--- src/inc/ccf_map.svh ---
`ifndef CCF_MAP_SVH
`define CCF_MAP_SVH
// apb byte offsets
`define CCF_OFF_INSTR 8'h00
`define CCF_OFF_OPND 8'h04
`define CCF_OFF_STAT 8'h08
`define CCF_OFF_ST0 8'h0C
`define CCF_OFF_ST1 8'h10
`define CCF_OFF_ACC 8'h14
`define CCF_OFF_PC 8'h18
`define CCF_OFF_ARP 8'h1C
`define CCF_OFF_IMR 8'h20
`define CCF_OFF_TOS 8'h24
`define CCF_OFF_FLUSH 8'h28
`define CCF_AR_BASE_HI 3'h2
// status word zero bit positions
`define CCF_ST0_OV 12
`define CCF_ST0_OVM 11
`define CCF_ST0_GLOBAL_IRQ_MASK 9
// status word one bit positions
`define CCF_ST1_CNF 12
`define CCF_ST1_TC 11
`define CCF_ST1_SXM 10
`define CCF_ST1_C 9
`define CCF_ST1_XF 4
// reset values
`define CCF_ST0_RST 16'h0200
`define CCF_ST1_RST 16'h0000
`define CCF_PC_RST 16'h0000
// opcode patterns
`define CCF_OPC_BIT_CLEAR_OP_HI 12'hBE4
`define CCF_OPC_INVERT_ACC_OP 16'hBE01
`define CCF_OPC_IDLE 16'hBE22
`define CCF_OPC_POINTER_COMPARE_OP_HI 14'h2FD1
`define CCF_OPC_SOFT_VECTOR_TRAP_HI 11'h5F3
`define CCF_OPC_CC_HI 3'h7
`define CCF_OPC_DATA_SHIFT_MOVE_OP 16'h7700
// clear-bit selectors in opcode bits 3:0
`define CCF_SEL_C 4'hE
`define CCF_SEL_CNF 4'h4
`define CCF_SEL_GLOBAL_IRQ_MASK 4'h0
`define CCF_SEL_OVM 4'h2
`define CCF_SEL_SXM 4'h6
`define CCF_SEL_TC 4'hA
`define CCF_SEL_XF 4'hC
// cycle counts
`define CCF_CYC_CC_TAKEN 4
`define CCF_CYC_CC_NOT 2
`define CCF_CYC_TRAP 4
`define CCF_CYC_ONE 1
`define CCF_PREFETCH_WORDS 16'h0002
`endif

--- src/inc/ccf_pkg.sv ---
package ccf_pkg;
  // core execution modes
  typedef enum logic [1:0] {CCF_RUN, CCF_BUSY, CCF_IDLE, CCF_DMW} ccf_mode_t;
  // decoded operations
  typedef enum logic [2:0] {OP_NONE, OP_CC, OP_BIT_CLEAR_OP, OP_INVERT_ACC_OP, OP_POINTER_COMPARE_OP, OP_DATA_SHIFT_MOVE_OP, OP_IDLE, OP_SOFT_VECTOR_TRAP} ccf_op_t;
endpackage : ccf_pkg

--- src/design/ccf_core.sv ---
// The APB slave port and the register addresses were left to the implementer.
`timescale 1ns/1ps
`include "ccf_map.svh"
// How it works
// - call only when all listed conditions hold
// - taken call pushes pc+2, loads target
// - taken 4 cycles, not taken 2
// - two prefetched words dropped on discontinuity
// - clear at most one control bit, one cycle
// - mask, saturate in word zero; rest word one
// - test flag is bit 11 of word one
// - invert accumulator, carry and flags untouched
// - compare code picks equal, less, greater, unequal
// - test flag gets unsigned compare result
// - compare ignores and keeps sign fill bit
// - external move target is read only
// - idle bumps pc once then halts
// - peripherals keep running while idle
// - unmasked request wakes; mask picks vector/resume
// - nonmaskable wake always enters its routine
// - trap carries five bit vector number
// - trap ignores every interrupt mask
// - external vector trap acks, sets mask
module ccf_core
  import ccf_pkg::*;
#(
  parameter int WS = 0,
  parameter int N_IRQ = 6,
  parameter int STACK_DEPTH = 8,
  parameter logic [31:0] EXT_VEC_MASK = 32'h0000007E,
  parameter logic [4:0] NMI_VEC = 5'h12,
  parameter logic [15:0] EXT_BASE = 16'h8000
) (
  // clock and reset
  input wire logic pclk,
  input wire logic presetn,
  // apb slave
  input wire logic psel,
  input wire logic penable,
  input wire logic pwrite,
  input wire logic [7:0] paddr,
  input wire logic [31:0] pwdata,
  output logic [31:0] prdata,
  output logic pready,
  output logic pslverr,
  // pins
  input wire logic branch_input_pin_n,
  input wire logic nmi_n,
  input wire logic [N_IRQ-1:0] irq_req,
  output logic irq_ack,
  output logic external_flag_pin_bit,
  output logic power_down,
  // data memory
  output logic [15:0] dmem_addr,
  output logic dmem_rd,
  output logic dmem_wr,
  output logic [15:0] dmem_wdata,
  input wire logic [15:0] dmem_rdata
);
  localparam int SPW = $clog2(STACK_DEPTH);
  // cycle totals including program wait states
  localparam logic [7:0] CYC_CCT = 8'(`CCF_CYC_CC_TAKEN + 4 * WS);
  localparam logic [7:0] CYC_CCN = 8'(`CCF_CYC_CC_NOT + 2 * WS);
  localparam logic [7:0] CYC_TRAP = 8'(`CCF_CYC_TRAP + 3 * WS);
  localparam logic [7:0] CYC_ONE = 8'(`CCF_CYC_ONE + WS);

  // all module state
  typedef struct packed {
    ccf_mode_t mode;
    logic [7:0] cnt;
    logic [15:0] st0;
    logic [15:0] st1;
    logic [15:0] pc;
    logic [15:0] opnd;
    logic [15:0] flush;
    logic [31:0] acc;
    logic [2:0] arp;
    logic [7:0][15:0] ar;
    logic [N_IRQ-1:0] imr;
    logic [N_IRQ-1:0] irq_s1;
    logic [N_IRQ-1:0] irq_s2;
    logic [SPW-1:0] sp;
    logic bio_s1;
    logic bio_s2;
    logic nmi_s1;
    logic nmi_s2;
    logic pready;
    logic pslverr;
    logic [31:0] prdata;
    logic ack;
    logic pdn;
    logic [15:0] dm_addr;
    logic [15:0] dm_wdata;
    logic dm_rd;
    logic dm_wr;
  } ccf_core_t;

  ccf_core_t r;
  ccf_core_t n;
  logic [15:0] stack_top; // registered stack top
  logic push; // stack write this cycle
  logic [15:0] push_d; // return address pushed
  ccf_op_t op; // decode of the issued word
  logic wr_go; // apb write commits
  logic issue; // instruction accepted
  logic cc_ok; // call conditions all true
  logic hit; // address is mapped

  // opcode classifier
  function automatic ccf_op_t ccf_decode(input logic [15:0] w);
    ccf_decode = OP_NONE;
    if (w[15:13] == `CCF_OPC_CC_HI) ccf_decode = OP_CC;
    else if (w[15:4] == `CCF_OPC_BIT_CLEAR_OP_HI && !w[0]) ccf_decode = OP_BIT_CLEAR_OP;
    else if (w == `CCF_OPC_INVERT_ACC_OP) ccf_decode = OP_INVERT_ACC_OP;
    else if (w[15:2] == `CCF_OPC_POINTER_COMPARE_OP_HI) ccf_decode = OP_POINTER_COMPARE_OP;
    else if (w == `CCF_OPC_DATA_SHIFT_MOVE_OP) ccf_decode = OP_DATA_SHIFT_MOVE_OP;
    else if (w == `CCF_OPC_IDLE) ccf_decode = OP_IDLE;
    else if (w[15:5] == `CCF_OPC_SOFT_VECTOR_TRAP_HI) ccf_decode = OP_SOFT_VECTOR_TRAP;
  endfunction : ccf_decode

  // and of every selected condition; empty mask means always
  function automatic logic ccf_cond(input logic [12:0] m, input logic [31:0] a, input logic c,
                                    input logic ov, input logic tc, input logic bio_low);
    logic z;
    logic ng;
    logic [12:0] t;
    z = (a == 32'h00000000);
    ng = a[31];
    t = {tc, !tc, bio_low, ov, !ov, c, !c, !ng, !ng && !z, ng || z, ng, !z, z};
    ccf_cond = &(t | ~m);
  endfunction : ccf_cond

  // unsigned pointer compare
  function automatic logic ccf_cmp(input logic [1:0] code, input logic [15:0] a, input logic [15:0] b);
    unique case (code)
      2'b00: ccf_cmp = (a == b);
      2'b01: ccf_cmp = (a < b);
      2'b10: ccf_cmp = (a > b);
      2'b11: ccf_cmp = (a != b);
    endcase
  endfunction : ccf_cmp

  // decode and address check shared with the checks below
  assign hit = (paddr[7:5] == `CCF_AR_BASE_HI) || (paddr <= `CCF_OFF_FLUSH && paddr[1:0] == 2'b00);
  assign wr_go = psel && penable && r.pready && pwrite && hit;
  assign issue = wr_go && paddr == `CCF_OFF_INSTR && r.mode == CCF_RUN;
  assign op = ccf_decode(pwdata[15:0]);
  assign cc_ok = ccf_cond(pwdata[12:0], r.acc, r.st1[`CCF_ST1_C], r.st0[`CCF_ST0_OV],
                          r.st1[`CCF_ST1_TC], !r.bio_s2);

  // next state
  always_comb
  begin
    logic vec_go;
    logic vec_ext;
    logic [4:0] vec_k;
    logic [15:0] ret;
    logic [7:0] lat;
    logic [N_IRQ-1:0] pend;
    n = r;
    vec_go = 1'b0;
    vec_ext = 1'b0;
    vec_k = 5'h00;
    ret = r.pc;
    lat = 8'h00;
    push = 1'b0;
    push_d = 16'h0000;
    // pins pass two flops; first stage feeds only the second
    n.bio_s1 = branch_input_pin_n;
    n.bio_s2 = r.bio_s1;
    n.nmi_s1 = nmi_n;
    n.nmi_s2 = r.nmi_s1;
    n.irq_s1 = irq_req;
    n.irq_s2 = r.irq_s1;
    n.ack = 1'b0;
    n.dm_rd = 1'b0;
    n.dm_wr = 1'b0;
    n.pready = 1'b0;
    n.pslverr = 1'b0;
    pend = r.irq_s2 & r.imr;
    // apb: one wait state so the answer comes from flops
    if (psel && penable && !r.pready)
    begin
      n.pready = 1'b1;
      n.pslverr = !hit;
      n.prdata = 32'h00000000;
      if (paddr[7:5] == `CCF_AR_BASE_HI) n.prdata[15:0] = r.ar[paddr[4:2]];
      else
      begin
        unique case (paddr)
          `CCF_OFF_OPND: n.prdata[15:0] = r.opnd;
          `CCF_OFF_STAT: n.prdata[3:0] = {r.pdn, r.mode != CCF_RUN, r.mode};
          `CCF_OFF_ST0: n.prdata[15:0] = r.st0;
          `CCF_OFF_ST1: n.prdata[15:0] = r.st1;
          `CCF_OFF_ACC: n.prdata = r.acc;
          `CCF_OFF_PC: n.prdata[15:0] = r.pc;
          `CCF_OFF_ARP: n.prdata[2:0] = r.arp;
          `CCF_OFF_IMR: n.prdata[N_IRQ-1:0] = r.imr;
          `CCF_OFF_TOS: n.prdata[15:0] = stack_top;
          `CCF_OFF_FLUSH: n.prdata[15:0] = r.flush;
          default: n.prdata = 32'h00000000;
        endcase
      end
    end
    // register writes commit on the edge that sees pready
    if (wr_go)
    begin
      if (paddr[7:5] == `CCF_AR_BASE_HI) n.ar[paddr[4:2]] = pwdata[15:0];
      else
      begin
        unique case (paddr)
          `CCF_OFF_OPND: n.opnd = pwdata[15:0];
          `CCF_OFF_ST0: n.st0 = pwdata[15:0];
          `CCF_OFF_ST1: n.st1 = pwdata[15:0];
          `CCF_OFF_ACC: n.acc = pwdata;
          `CCF_OFF_PC: n.pc = pwdata[15:0];
          `CCF_OFF_ARP: n.arp = pwdata[2:0];
          `CCF_OFF_IMR: n.imr = pwdata[N_IRQ-1:0];
          default: n.opnd = r.opnd;
        endcase
      end
    end
    unique case (r.mode)
      CCF_RUN:
      begin
        // a word written while not running is dropped
        if (issue)
        begin
          lat = CYC_ONE;
          n.pc = r.pc + 16'h0001;
          unique case (op)
            OP_CC:
            begin
              if (cc_ok)
              begin
                // behaves as a plain call; target comes from the operand word
                ret = r.pc + 16'h0002;
                push = 1'b1;
                push_d = ret;
                n.pc = r.opnd;
                n.flush = r.flush + `CCF_PREFETCH_WORDS;
                lat = CYC_CCT;
              end
              else
              begin
                n.pc = r.pc + 16'h0002;
                lat = CYC_CCN;
              end
            end
            OP_BIT_CLEAR_OP:
            begin
              // unknown selectors clear nothing
              unique case (pwdata[3:0])
                `CCF_SEL_C: n.st1[`CCF_ST1_C] = 1'b0;
                `CCF_SEL_CNF: n.st1[`CCF_ST1_CNF] = 1'b0;
                `CCF_SEL_GLOBAL_IRQ_MASK: n.st0[`CCF_ST0_GLOBAL_IRQ_MASK] = 1'b0;
                `CCF_SEL_OVM: n.st0[`CCF_ST0_OVM] = 1'b0;
                `CCF_SEL_SXM: n.st1[`CCF_ST1_SXM] = 1'b0;
                `CCF_SEL_TC: n.st1[`CCF_ST1_TC] = 1'b0;
                `CCF_SEL_XF: n.st1[`CCF_ST1_XF] = 1'b0;
                default: n.st1 = r.st1;
              endcase
            end
            OP_INVERT_ACC_OP: n.acc = ~r.acc;
            OP_POINTER_COMPARE_OP: n.st1[`CCF_ST1_TC] = ccf_cmp(pwdata[1:0], r.ar[r.arp], r.ar[0]);
            OP_DATA_SHIFT_MOVE_OP:
            begin
              n.dm_rd = 1'b1;
              n.dm_addr = r.opnd;
              n.mode = CCF_DMW;
            end
            OP_IDLE:
            begin
              n.mode = CCF_IDLE;
              n.pdn = 1'b1;
            end
            OP_SOFT_VECTOR_TRAP:
            begin
              // no mask is looked at here
              vec_go = 1'b1;
              vec_k = pwdata[4:0];
              vec_ext = EXT_VEC_MASK[pwdata[4:0]];
              ret = r.pc + 16'h0001;
              lat = CYC_TRAP;
            end
            default: n.pc = r.pc + 16'h0001;
          endcase
        end
      end
      CCF_BUSY:
      begin
        n.cnt = r.cnt - 8'h01;
        if (r.cnt == 8'h01) n.mode = CCF_RUN;
      end
      CCF_IDLE:
      begin
        // pc frozen; sync stages and mask keep running so requests can wake
        if (!r.nmi_s2)
        begin
          vec_go = 1'b1;
          vec_k = NMI_VEC;
          vec_ext = 1'b1;
        end
        else if (|pend)
        begin
          if (!r.st0[`CCF_ST0_GLOBAL_IRQ_MASK])
          begin
            vec_go = 1'b1;
            vec_ext = 1'b1;
            for (int i = N_IRQ - 1; i >= 0; i--)
            begin
              if (pend[i]) vec_k = 5'(i + 1);
            end
          end
          n.mode = CCF_RUN;
          n.pdn = 1'b0;
        end
        if (vec_go)
        begin
          n.mode = CCF_RUN;
          n.pdn = 1'b0;
        end
      end
      CCF_DMW:
      begin
        // copy to next word only inside internal memory
        if (r.dm_addr < EXT_BASE)
        begin
          n.dm_wr = 1'b1;
          n.dm_addr = r.dm_addr + 16'h0001;
          n.dm_wdata = dmem_rdata;
        end
        n.mode = CCF_RUN;
      end
    endcase
    // vector entry shared by trap and wake
    if (vec_go)
    begin
      push = 1'b1;
      push_d = ret;
      n.pc = {10'h000, vec_k, 1'b0};
      n.flush = r.flush + `CCF_PREFETCH_WORDS;
      if (vec_ext)
      begin
        n.ack = 1'b1;
        n.st0[`CCF_ST0_GLOBAL_IRQ_MASK] = 1'b1;
      end
    end
    if (push) n.sp = r.sp + SPW'(1);
    if (lat > 8'h01)
    begin
      n.mode = CCF_BUSY;
      n.cnt = lat - 8'h01;
    end
  end

  // state register; reset acts as wake and enters the reset vector
  always_ff @(posedge pclk or negedge presetn)
  begin
    if (!presetn)
    begin
      r <= '0;
      r.mode <= CCF_RUN;
      r.st0 <= `CCF_ST0_RST;
      r.st1 <= `CCF_ST1_RST;
      r.pc <= `CCF_PC_RST;
      r.bio_s1 <= 1'b1;
      r.bio_s2 <= 1'b1;
      r.nmi_s1 <= 1'b1;
      r.nmi_s2 <= 1'b1;
    end
    else
    begin
      r <= n;
    end
  end

  // return stack, shared by every call kind
  ccf_stack_mem #(.DEPTH(STACK_DEPTH), .AW(SPW)) u_stack (
    .clk(pclk),
    .rst_n(presetn),
    .wr_en(push),
    .wr_addr(r.sp),
    .wr_data(push_d),
    .rd_addr(r.sp - SPW'(1)),
    .rd_data_r(stack_top)
  );

  // outputs straight from flops
  assign prdata = r.prdata;
  assign pready = r.pready;
  assign pslverr = r.pslverr;
  assign irq_ack = r.ack;
  assign external_flag_pin_bit = r.st1[`CCF_ST1_XF];
  assign power_down = r.pdn;
  assign dmem_addr = r.dm_addr;
  assign dmem_rd = r.dm_rd;
  assign dmem_wr = r.dm_wr;
  assign dmem_wdata = r.dm_wdata;
endmodule : ccf_core

--- src/design/ccf_stack_mem.sv ---
`timescale 1ns/1ps
// return stack storage; read data registered
module ccf_stack_mem #(
  parameter int DEPTH = 8,
  parameter int AW = 3
) (
  // clock and reset
  input wire logic clk,
  input wire logic rst_n,
  // push side
  input wire logic wr_en,
  input wire logic [AW-1:0] wr_addr,
  input wire logic [15:0] wr_data,
  // read side
  input wire logic [AW-1:0] rd_addr,
  output logic [15:0] rd_data_r
);
  // storage carries no reset; only the read register does
  logic [15:0] mem [DEPTH];

  // write port
  always_ff @(posedge clk)
  begin
    if (wr_en)
    begin
      mem[wr_addr] <= wr_data;
    end
  end

  // registered read port
  always_ff @(posedge clk or negedge rst_n)
  begin
    if (!rst_n)
    begin
      rd_data_r <= 16'h0000;
    end
    else
    begin
      rd_data_r <= mem[rd_addr];
    end
  end
endmodule : ccf_stack_mem

--- config.mk ---
export PLATFORM = sky130hd
export DESIGN_NAME = ccf_core
export DESIGN_NICKNAME = d
export VERILOG_FILES = /design/src/inc/ccf_pkg.sv /design/src/design/ccf_core.sv /design/src/design/ccf_stack_mem.sv
export VERILOG_INCLUDE_DIRS = /design/src /design/src/inc
export SDC_FILE = /design/constraint.sdc
export NUM_CORES = 1
export LEC_CHECK = 0
export ABC_AREA = 1
export BUFFER_PORTS_ARGS = -buffer_cell sky130_fd_sc_hd__buf_2
export CORE_UTILIZATION = 50
export DETAILED_ROUTE_END_ITERATION = 8
export PLACE_DENSITY = 0.67
export REMOVE_ABC_BUFFERS = 1
export SLEW_MARGIN = 10
export SYNTH_ARGS = -nofsm -noshare
export SYNTH_HDL_FRONTEND = slang
export SYNTH_SLANG_ARGS = --single-unit
--- constraint.sdc ---
create_clock -name pclk -period 3.1 [get_ports pclk]
set_input_delay 0.62 -clock pclk [delete_from_list [all_inputs] [get_ports pclk]]
set_output_delay 0.62 -clock pclk [all_outputs]
set_load 0.01 [all_outputs]
# Yosys cells after proc, flatten, opt, wreduce, memory -nomap -nowiden

Memories as Yosys holds them, arrays and structs flattened. A register that Yosys moved wholly into a read port is not among the register bits.
Index checks and enable logic that the tools add are counted.
Widths: inputs -> output; s select.

Reduce and logical (&&, ||, !) cells: 55
Mux-type cells: 136
Bitwise logic cells: 5
$add $sub $neg: 8
Eq/ne operators: 57
$lt $le $gt $ge: 9

Operators with widths:

| cell                  | number |
|---|---|
| $mux 16               | 24 |
| $mux 169              | 1 |
| $mux 32               | 5 |
| $bwmux 128            | 1 |
| $mux 128              | 1 |
| $mux 60               | 2 |
| $bmux 16 s3           | 2 |
| $mux 48               | 2 |
| $pmux 10 s7           | 1 |
| $pmux 16 s2           | 2 |
| $mux 5                | 10 |
| $demux 16 s3          | 1 |
| $mux 1                | 37 |
| $reduce_or 6->1       | 6 |
| $mux 35               | 1 |
| $mux 34               | 1 |
| $mux 3                | 11 |
| $add 16x1->16 const B | 2 |
| $add 16x2->16 const B | 2 |
| $eq 16x16->1 const B  | 2 |
| $eq 8x5->1 const B    | 4 |
| $logic_not 32->1      | 1 |
| $not 32->32           | 1 |
| $pmux 3 s10           | 1 |
| other kinds (69)      | 149 |

Word-level logic and storage cells: 312
Memory bits (read-only): 32
Memories: 2
Bits in writable memories: 128
Output and inout bits: 71
Register bits after elaboration: 348

Memory list:

| memory           | words | bits a word | read ports | clocked after memory_dff | write ports | RTL line            | RTL |
|---|---|---|---|---|---|---|---|
| u_stack.mem      | 8     | 16          | 1          | 1                        | 1           | ccf_stack_mem.sv:19 | `logic [15:0] mem [DEPTH];` |
| (name not given) | 32    | 1           | 1          | 0                        | 0           | ccf_core.sv:282     | `vec_ext = EXT_VEC_MASK[pwdata[4:0]];` |

# Longest topological paths before layout

Gate-level depths: netlist of run 1.

Depth after elaboration: 15
Depth in mapped cells: 21

# Cells and area by module

From an unflattened synthesis of run 1, not the netlist that was laid out.

Cell total of the unflattened synthesis: 3355
Area total of the unflattened synthesis: 26327.8 um^2

By module, submodules not included:

| module        | cells each | instances | area each (um^2) |
|---|---|---|---|
| ccf_core      | 2768       | 1         | 20258.2 |
| ccf_stack_mem | 587        | 1         | 6069.6 |

# Worst setup path after synthesis of run 1

Ideal clock, no wire load.

Path type: input-to-reg
Start point: in paddr[2]
End point: mem u_stack.mem[0][0], enable pin
Cell stages on the path: 15
Setup slack: 0.002 ns
Data required time: 2.712 ns
Arrival time: 2.710 ns
Cell sequence: buf_6 -> inv_4 -> nand2_4 -> nor2_8 -> nand2_4 -> nand2_4 -> nand3_4 -> nor2_8 -> nand2_2 -> nor2_4 -> nand2_2 -> nand2_4 -> buf_8 -> nand2_2 -> nor2_1

Longest elaborated chain between the ends: 11

RTL lines:

| element                              | RTL line            | RTL |
|---|---|---|
| start: declaration                   | ccf_core.sv:41      | `input wire logic [7:0] paddr,` |
| $le 8x6->1 (no line)                 | -                   |  |
| $logic_and 1x1->1                    | ccf_core.sv:144     | `` assign hit = (paddr[7:5] == `CCF_AR_BASE_HI) \|\| (paddr <= `CCF_OFF_FLUSH && paddr[1:0] == 2'b00); `` |
| $logic_or 1x1->1                     | ccf_core.sv:144     |  |
| $logic_and 1x1->1                    | ccf_core.sv:145     | `assign wr_go = psel && penable && r.pready && pwrite && hit;` |
| $logic_and 1x1->1 (no line) (*)      | -                   |  |
| $logic_and 1x1->1 (*)                | ccf_core.sv:146     | `` assign issue = wr_go && paddr == `CCF_OFF_INSTR && r.mode == CCF_RUN; `` |
| $mux 1                               | ccf_core.sv:227     | `if (issue)` |
| $pmux 1 s2 or $mux 1 (tied branches) | ccf_core.sv:223     | `unique case (r.mode)` |
| $mux 1 (*)                           | ccf_core.sv:337     | `if (vec_go)` |
| $mux 1 (*)                           | ccf_stack_mem.sv:24 | `if (wr_en)` |
| $mux 1 (not written as such) (*)     | ccf_stack_mem.sv:26 | `mem[wr_addr] <= wr_data;` |
| end: declaration                     | ccf_stack_mem.sv:19 |  |

Mark *: on every way between the ends. The rest lies on a longest branch, timed or not.

==> results of run 1 <==
==> synthesized netlist by cell type, types with 3 or more instances <==
library cell and n:
sky130_fd_sc_hd__nand2_1 687, sky130_fd_sc_hd__o21ai_0 401, sky130_fd_sc_hd__dfrtp_1 358, sky130_fd_sc_hd__nor2_1 340, sky130_fd_sc_hd__inv_1 264, sky130_fd_sc_hd__clkbuf_1 133
sky130_fd_sc_hd__edfxtp_1 128, sky130_fd_sc_hd__nand3_1 125, sky130_fd_sc_hd__a21oi_1 124, sky130_fd_sc_hd__buf_4 71, sky130_fd_sc_hd__a31oi_1 44, sky130_fd_sc_hd__o22ai_1 42
sky130_fd_sc_hd__a22oi_1 36, sky130_fd_sc_hd__nand4_1 34, sky130_fd_sc_hd__mux2i_1 32, sky130_fd_sc_hd__xor2_1 32, sky130_fd_sc_hd__nor3_1 27, sky130_fd_sc_hd__ha_1 26
sky130_fd_sc_hd__buf_2 24, sky130_fd_sc_hd__o31ai_1 18, sky130_fd_sc_hd__a221oi_1 12, sky130_fd_sc_hd__inv_2 12, sky130_fd_sc_hd__nand2_2 12, sky130_fd_sc_hd__o21ai_1 11
sky130_fd_sc_hd__or2_2 11, sky130_fd_sc_hd__o2111ai_1 10, sky130_fd_sc_hd__o211ai_1 9, sky130_fd_sc_hd__nor4_1 8, sky130_fd_sc_hd__a41oi_1 7, sky130_fd_sc_hd__xnor2_1 7
sky130_fd_sc_hd__buf_1 6, sky130_fd_sc_hd__nor2_2 6, sky130_fd_sc_hd__clkinv_1 5, sky130_fd_sc_hd__dfstp_2 5, sky130_fd_sc_hd__nand2_4 5, sky130_fd_sc_hd__nor2_4 3
sky130_fd_sc_hd__nor2_8 3
==> power breakdown <==
part           switching, uW  internal, uW  total, uW
logic                    471           200        671
clock network           2740          4100       6830
registers               52.3          6680       6730
total                   3260         11000      14200
==> stage by stage <==
step | cells | setup slack, ns
3_5_place_dp | 3835 | 0.0453
4_1_cts | 3936 | 0.249
3_3_place_gp | 3835 | 0.0241
2_1_floorplan | 2863 | -1.06
5_1_grt | 3936 | 0.0810
6_report | 3936 | 0.268
==> layout make-up <==
class | count | area, um^2 | area share
sequential | 491 | 12900 | 0.444
multi-input combinational | 2090 | 10300 | 0.355
timing repair buffer | 300 | 2050 | 0.0704
clock buffer | 71 | 1550 | 0.0531
inverter | 282 | 1060 | 0.0364
tap | 672 | 841 | 0.0289
clock inverter | 30 | 364 | 0.0125
==> layer usage <==
| layer | vias to the layer above | global-route usage | wire [um] |
|---|---|---|---|
| met5 | - | 0 | 0 |
| met4 | 0 | 0.130 | 3380 |
| met1 | 11000 | 0.450 | 35600 |
| li1 | 10500 | - | - |
| met3 | 177 | 0.0558 | 7430 |
| met2 | 1021 | 0.505 | 38300 |
==> worst max-delay path, delay by kind of cell (launching register included) <==
family	cells	cell delay, ns
flip-flops	1	0.37
AND/OR/NAND/NOR	11	1.59
buffers and inverters	3	0.73
==> cells in the final DEF, fill, tap and decap left out, drive strengths merged, types with 12 or more instances in the layout <==
master and count:
nand2 704, dfrtp 358, nand3 126, o22ai 42
nor3 28, a31oi 44, inv 280, nand4 34
o31ai 18, ha 26, xor2 32, o21ai 413
a21oi 124, clkbuf 71, a22oi 36, mux2i 32
nor2 352, edfxtp 128, buf 300, a221oi 12
clkinv 21
==> final timing paths <==
path	startpoint	endpoint	depth (start not counted)
worst max-delay path	r[239]$_DFF_PN0_	r[298]$_DFF_PN0_	14
worst min-delay path	presetn	asynchronous set/reset pin	1
worst max register to register	r[239]$_DFF_PN0_	r[298]$_DFF_PN0_	14
worst min register to register	n[79]$_DFF_PN0_	r[79]$_DFF_PN0_	0
max in group asynchronous	presetn	r[269]$_DFFE_PN0P_	2
min in group pclk	branch_input_pin_n	n[72]$_DFF_PN1_	1
==> logic make-up after synthesis <==
logic type / Yosys count / synth area share
simple gates: 1267 / 0.207
xor+xnor: 39 / 0.0134
buf+inv: 519 / 0.0891
flops: 491 / 0.507
mux: 32 / 0.0126
fa+ha+maj: 26 / 0.0128
compound gates: 726 / 0.159
==> repair_timing <==
action                                  4_1_cts  5_1_grt
endpoints found under the setup margin        0        8
setup buffers                                 0        0
resized for setup                             0        1
==> metrics list, run 1 <==
- Setup violations remaining at the end of the flow were counted as 0.
- Summing over every cut layer, the via total after detailed routing is 22,700.
* Ordered cell list for the critical path: nor2_1 > nand4_1 > nor2_1 > nand2_1 > nand2_1 > nand3_1 > nor2_2 > buf_4 > nand2_2 > inv_2 > buf_4 > nand2_1 > nand3_1 > nand2_1
- Counting the buffers created by CTS gives 54.
* Number of I/O port buffers: 139
- Dividing the final minimum period by the clock period gives 0.914.
- For this run the aggregate overflow at the end of global routing stands at 0.
* DRT Wirelength: 84,700 um
* First-pass GRT wire length: 130,000 um
* Vias in the first global route: 21,700
* Final net count: 3,314
* Post-DP HPWL: 61,000 um
* Antenna diode count: 0
- Across every metal layer, demand over resource in global routing totals 0.324.
* Final Hold Violating Endpoints: 0
* Number of levels in the clock H-tree: 2
- Tightest slew margin relative to the limit: 0.464
- Post-synthesis cell count: 3,100
* Vias per cell: 5.77
- The clock passes through at most 3 buffers.
- After routing the design area is 0.0291 mm^2.
* Initial core utilization: 0.508
* Required time at the endpoint of the critical path: 3.61 ns
* CTS tree: built
* Hold-fix buffer count after cts: 0
- Data arrives at the worst endpoint at 3.34 ns.
- The later pin in the worst-skew pair is clocked with a latency of 0.62 ns.
* Minimum clock period: 2.83 ns
- Counting flops with a built-in enable in the synthesized netlist gives 128.
* Register bit total from synthesis: 491
- Of the synthesized area, sequential elements account for 0.507.
- The initial antenna violation count came to 2.
* Cell at the slowest stage of the critical path: sky130_fd_sc_hd__dfrtp_1
- Yosys Warn Count: 0
- In this run the static leakage power is 0.0130 uW.
- In the final routed layout, each cell accounts on average for 21.5 um.
- The synthesized netlist contains 53 unique library cells.
- Final count of pins violating max slew: 0
* Area contributors post-synth: sky130_fd_sc_hd__dfrtp_1, sky130_fd_sc_hd__edfxtp_1, sky130_fd_sc_hd__nand2_1
- Iteration-0 DRC count of the detailed router: 2,694
* Post-synth ARST share: 0.739
- On the final layout, the worst clock skew is 0.0229 ns.
* Class of the worst hold path: in -> async
* Power per cell area: 489 mW/mm^2
- For this run, the leading register cell type out of synthesis is sky130_fd_sc_hd__dfrtp_1.
- The largest single stage delay on the critical path is 0.37 ns.
- Most repeated library cell on the critical path: sky130_fd_sc_hd__nand2_1
- The placed instances occupy a cell area of 0.0272 mm^2.
- After floorplanning, the core was sized to cover 0.0503 mm^2.
* Share of post-route cells with drive strength above 1: 0.140
- Overall die area: 0.0519 mm^2
- Of all cell types, the one taking the most synthesized area is sky130_fd_sc_hd__dfrtp_1.
- Of the post-synthesis cell area, the dominant cell type holds 0.351.
- Counting every sink on the clock net gives 491.
* Die Span Y: 228 um
- Count of nets left with antenna violations after detail routing: 0
- The cell sitting at the root of the clock tree is a sky130_fd_sc_hd__clkbuf_16.
* Cell row count: 82
- Pin slew with the least headroom to its limit: 0.805 ns
- Status: finished clean
* Maximum vdd ir drop: 0.000470 V
- Final-layout worst hold slack: 0.0436 ns
- Area delta synth->final: 14.2%
- Fill cells in the final layout number 4,580.
- Kind of critical path: reg -> reg
* Crit Path Max Fanout: 15
* Synthesized area divided by synthesized cell count: 8.23 um^2
- STA classifies the critical path endpoint as a flip-flop.
- In the routed design, unresolved DRC markers number 0.
* Max-cap violations: 0
- Die extent in x: 228 um
- Final weighted congestion of routability-driven global placement: 1.02
* Setup repair after global routing missed its margin: no
- Netlist area before placement: 0.0255 mm^2
- Setup total negative slack on the finished layout was measured at 0 ns.
- Highest achievable clock rate: 0.353 GHz
- Once layout is complete, the utilization of the core stands at 0.579.
- In this run the count of I/O pins placed on the die edge is 140.
- Total power consumption of the routed design: 14,200 uW
* Length of the first detailed-routing pass in iterations: 6
- The worst register-to-register path has a setup slack of 0.27 ns.
* Launching element type of the critical path: flip-flop
- Maximum number of pins on one net before global-route repair: 88
* Clock slew at the register clock pins of the worst setup and hold paths: 0.06 ns
(Power assumes the default switching activity.)
==> run 2, diff against run 1 <==
--- a/config.mk
+++ b/config.mk
@@ -10,7 +10,7 @@
 export BUFFER_PORTS_ARGS = -buffer_cell sky130_fd_sc_hd__buf_2
 export CORE_UTILIZATION = 50
 export DETAILED_ROUTE_END_ITERATION = 8
-export PLACE_DENSITY = 0.67
+export PLACE_DENSITY = 0.7
 export REMOVE_ABC_BUFFERS = 1
 export SLEW_MARGIN = 10
 export SYNTH_ARGS = -nofsm -noshare
==> metrics list, run 2 (synthesized netlist as in run 1, its figures left out) <==
- In this run the most critical hold path is launched from irq_req[1].
- Setup violations remaining at the end of the flow were counted as 0.
- 140 I/O pins were placed.
* Highest achievable clock rate: 0.352 GHz
- Launching element type of the critical path: flip-flop
* Count of nets left with antenna violations after detail routing: 0
- Via count of the routed design: 22,900
- Clock slew at the register clock pins of the worst setup and hold paths: 0.06 ns
* Detailed-route DRC error count: 0
- Of the cells placed in the final design, the portion with a size suffix greater than 1 is 0.133.
- Buffers from clock root to sink, at most: 3
- Tightest slew margin relative to the limit: 0.544
* Most frequent cells in the layout: sky130_fd_sc_hd__nand2_1, sky130_fd_sc_hd__o21ai_0, sky130_fd_sc_hd__dfrtp_1, sky130_fd_sc_hd__nor2_1, sky130_fd_sc_hd__inv_1
- Port buffering added 139 buffers.
- Across the run, the number of max-cap violations was 0.
- For hold timing, the worst endpoint is n[78]$_DFF_PN0_.
* Final net count: 3,293
* Global routing usage on met1: 0.434
- The final-report hold violation count is 0.
* Clock sink count: 491
* Total of fill cells in the finished design: 4,558
- Dividing the final minimum period by the clock period gives 0.917.
- Across all setup checks in the final design, the least slack found is 0.257 ns.
* Combined area of the multi-input logic cells: 0.0103 mm^2
* Power per cell area: 483 mW/mm^2
* First-pass GRT wire length: 129,000 um
* Pin slew with the least headroom to its limit: 0.684 ns
- Cell at the slowest stage of the critical path: sky130_fd_sc_hd__dfrtp_2
* Vias per cell: 5.85
* Maximum vdd ir drop: 0.000495 V
* Overall fraction of global-route tracks in use: 0.321
* Minimum clock period: 2.84 ns
* Initial core utilization: 0.508
* Reg2reg setup slack: 0.26 ns
- Data on the critical path is required at its endpoint by 3.61 ns.
- Worst R2R Path Depth: 19
- The tree is rooted in a sky130_fd_sc_hd__clkbuf_16.
* Number of CTS-inserted buffers: 53
- DRT Wirelength: 83,200 um
- In this run the vertical extent of the chip is 228 um.
* Non-filler cells in the finished layout: 3,913
- Routability-driven placement finished with a final weighted congestion of 0.990.
- In the global route stage, met2 resource usage came out at 0.507.
- In the global route stage, met3 resource usage came out at 0.0584.
- The number of setup buffers added after CTS is 0.
- Ordered cell list for the critical path: inv_2 > buf_12 > nor2_1 > o21ai_0 > a21oi_1 > a31oi_1 > ha_1 > nand2_1 > inv_1 > o21ai_0 > a21oi_1 > nor2_2 > nand2_1 > nand2_1 > nand3_1 > nand2_1 > nand2_1 > nand2_1 > nand2_1
- The min-delay analysis places its worst path in the category in -> reg.
* FF-to-FF Start: r[223]$_DFFE_PN0P_
- Iteration-0 DRC count of the detailed router: 2,456
- GR peak layer: met2
- Final-layout worst hold slack: 0.106 ns
- Storage cell area: 0.0129 mm^2
- WL per Instance: 21.3 um
- Setup repair after global routing left no endpoint under its margin.
- By startpoint and endpoint, the worst setup path is classified as reg -> reg.
* DP Cell Count: 3,814
* Length of the first detailed-routing pass in iterations: 6
* Overflow left after global routing: 0
* Final count of pins violating max slew: 0
* Most repeated library cell on the critical path: sky130_fd_sc_hd__nand2_1
- Summed over all nets, the half-perimeter wirelength after detailed placement is 59,400 um.
* Area delta synth->final: 13.1%
- Endpoint of the worst-slack reg-to-reg timing path: r[317]$_DFFE_PN0P_
- Clock latency on the worst-skew pair, taken at its later pin, is 0.62 ns.
- The largest single stage delay on the critical path is 0.46 ns.
- The critical path contains buffers and inverters numbering 3 combined.
- The run finished with clean final reports.
- Core area: 0.0503 mm^2
- The clock arrives with 0.0187 ns of skew.
- The worst setup path is captured at a flip-flop.
- Among cell families on the critical path, the largest total delay comes from simple AND/OR/NAND/NOR gates.
- Cell row count: 82
- At the placement stage, the worst setup path has a slack of 0.0837 ns.
- Worst Hold Depth: 1
- From left edge to right edge, the die measures 228 um.
- Static Leak: 0.0129 uW
* Arrival time of data at the critical path endpoint: 3.35 ns
- Crit Path Max Fanout: 37
- The die covers 0.0519 mm^2.
* Most common library cell in the layout ignoring fill and taps: sky130_fd_sc_hd__nand2_1
- Maximum number of pins on one net before global-route repair: 69
- The H-tree generated during clock tree synthesis spans 2 levels.
- TritonCTS built the clock tree.
* Vias in the first global route: 22,100
- The initial antenna violation count was 0.
-- run 2: changes by cell type in the layout (fill, tap and decap cells not counted), moves of 2 or more --
| cell | before | now |
|---|---|---|
| sky130_fd_sc_hd__buf_4 | 150 | 129 |
| sky130_fd_sc_hd__clkbuf_8 | 11 | 6 |
| sky130_fd_sc_hd__clkinv_2 | 6 | 11 |
| sky130_fd_sc_hd__clkbuf_1 | 5 | 9 |
| sky130_fd_sc_hd__clkinv_1 | 12 | 9 |
| sky130_fd_sc_hd__clkbuf_16 | 55 | 53 |
| sky130_fd_sc_hd__clkinv_8 | 2 | 0 |
| sky130_fd_sc_hd__clkinvlp_4 | 4 | 2 |
-- run 2: where the power goes --
part	total (uW)	switching, uW	internal (uW)
Combinational	644	459	185
Sequential	6740	54.8	6680
Clock	6550	2670	3880
-- run 2: worst reg2reg max path, cell delays in order (launching register included) --
cell and delay [ns]:
sky130_fd_sc_hd__dfrtp_2 0.46, sky130_fd_sc_hd__inv_2 0.12, sky130_fd_sc_hd__buf_12 0.21, sky130_fd_sc_hd__nor2_1 0.06, sky130_fd_sc_hd__o21ai_0 0.17, sky130_fd_sc_hd__a21oi_1 0.06
sky130_fd_sc_hd__a31oi_1 0.23, sky130_fd_sc_hd__ha_1 0.30, sky130_fd_sc_hd__nand2_1 0.07, sky130_fd_sc_hd__inv_1 0.04, sky130_fd_sc_hd__o21ai_0 0.16, sky130_fd_sc_hd__a21oi_1 0.10
sky130_fd_sc_hd__nor2_2 0.21, sky130_fd_sc_hd__nand2_1 0.08, sky130_fd_sc_hd__nand2_1 0.05, sky130_fd_sc_hd__nand3_1 0.15, sky130_fd_sc_hd__nand2_1 0.10, sky130_fd_sc_hd__nand2_1 0.06
sky130_fd_sc_hd__nand2_1 0.06, sky130_fd_sc_hd__nand2_1 0.04
-- run 2: worst max path at each step --
stage                        from                              to  slack [ns]  cells past startpoint
2_1_floorplan   r[74]$_DFFE_PN0P_  u_stack.rd_data_r[0]$_DFF_PN0_       -1.06                      7
3_3_place_gp             paddr[1]     u_stack.mem[4][5]$_DFFE_PP_        0.18                     15
3_5_place_dp             paddr[1]     u_stack.mem[6][2]$_DFFE_PP_        0.08                     15
4_1_cts        r[223]$_DFFE_PN0P_              r[317]$_DFFE_PN0P_        0.20                     19
5_1_grt        r[223]$_DFFE_PN0P_              r[317]$_DFFE_PN0P_       0.002                     19
6_report       r[223]$_DFFE_PN0P_              r[317]$_DFFE_PN0P_        0.26                     19
-- run 2: layout make-up --
type	instances	share of cell area
clock buffers	68	0.0500
diodes	1	0.0000867
flip-flops and latches	491	0.448
inverters	282	0.0368
multi-input cells	2090	0.358
repair buffers	280	0.0660
clock inverters	29	0.0121
well taps	672	0.0291
-- run 2: per-stage QoR --
step / utilization / setup TNS [ns] / power, uW / area [um^2]
2_1_floorplan: - / -51.13 / 7070 / 24300
3_3_place_gp: 0.538 / 0 / 7480 / 27100
3_5_place_dp: 0.538 / 0 / 7490 / 27100
4_1_cts: 0.574 / 0 / 14000 / 28900
5_1_grt: 0.574 / 0 / 14400 / 28900
6_report: 0.574 / 0 / 13900 / 28900
-- run 2: repair_timing --
item	CTS	global route
setup endpoints to repair	0	1
endpoints found under the hold margin	55	0
resized for setup	0	2
hold buffers	1	0
-- run 2: per-layer routing --
layer / vias to the layer above / share of wire
met5: - / 0
met3: 214 / 0.092
met1: 11100 / 0.41
met2: 1141 / 0.46
li1: 10500 / -
met4: 0 / 0.043
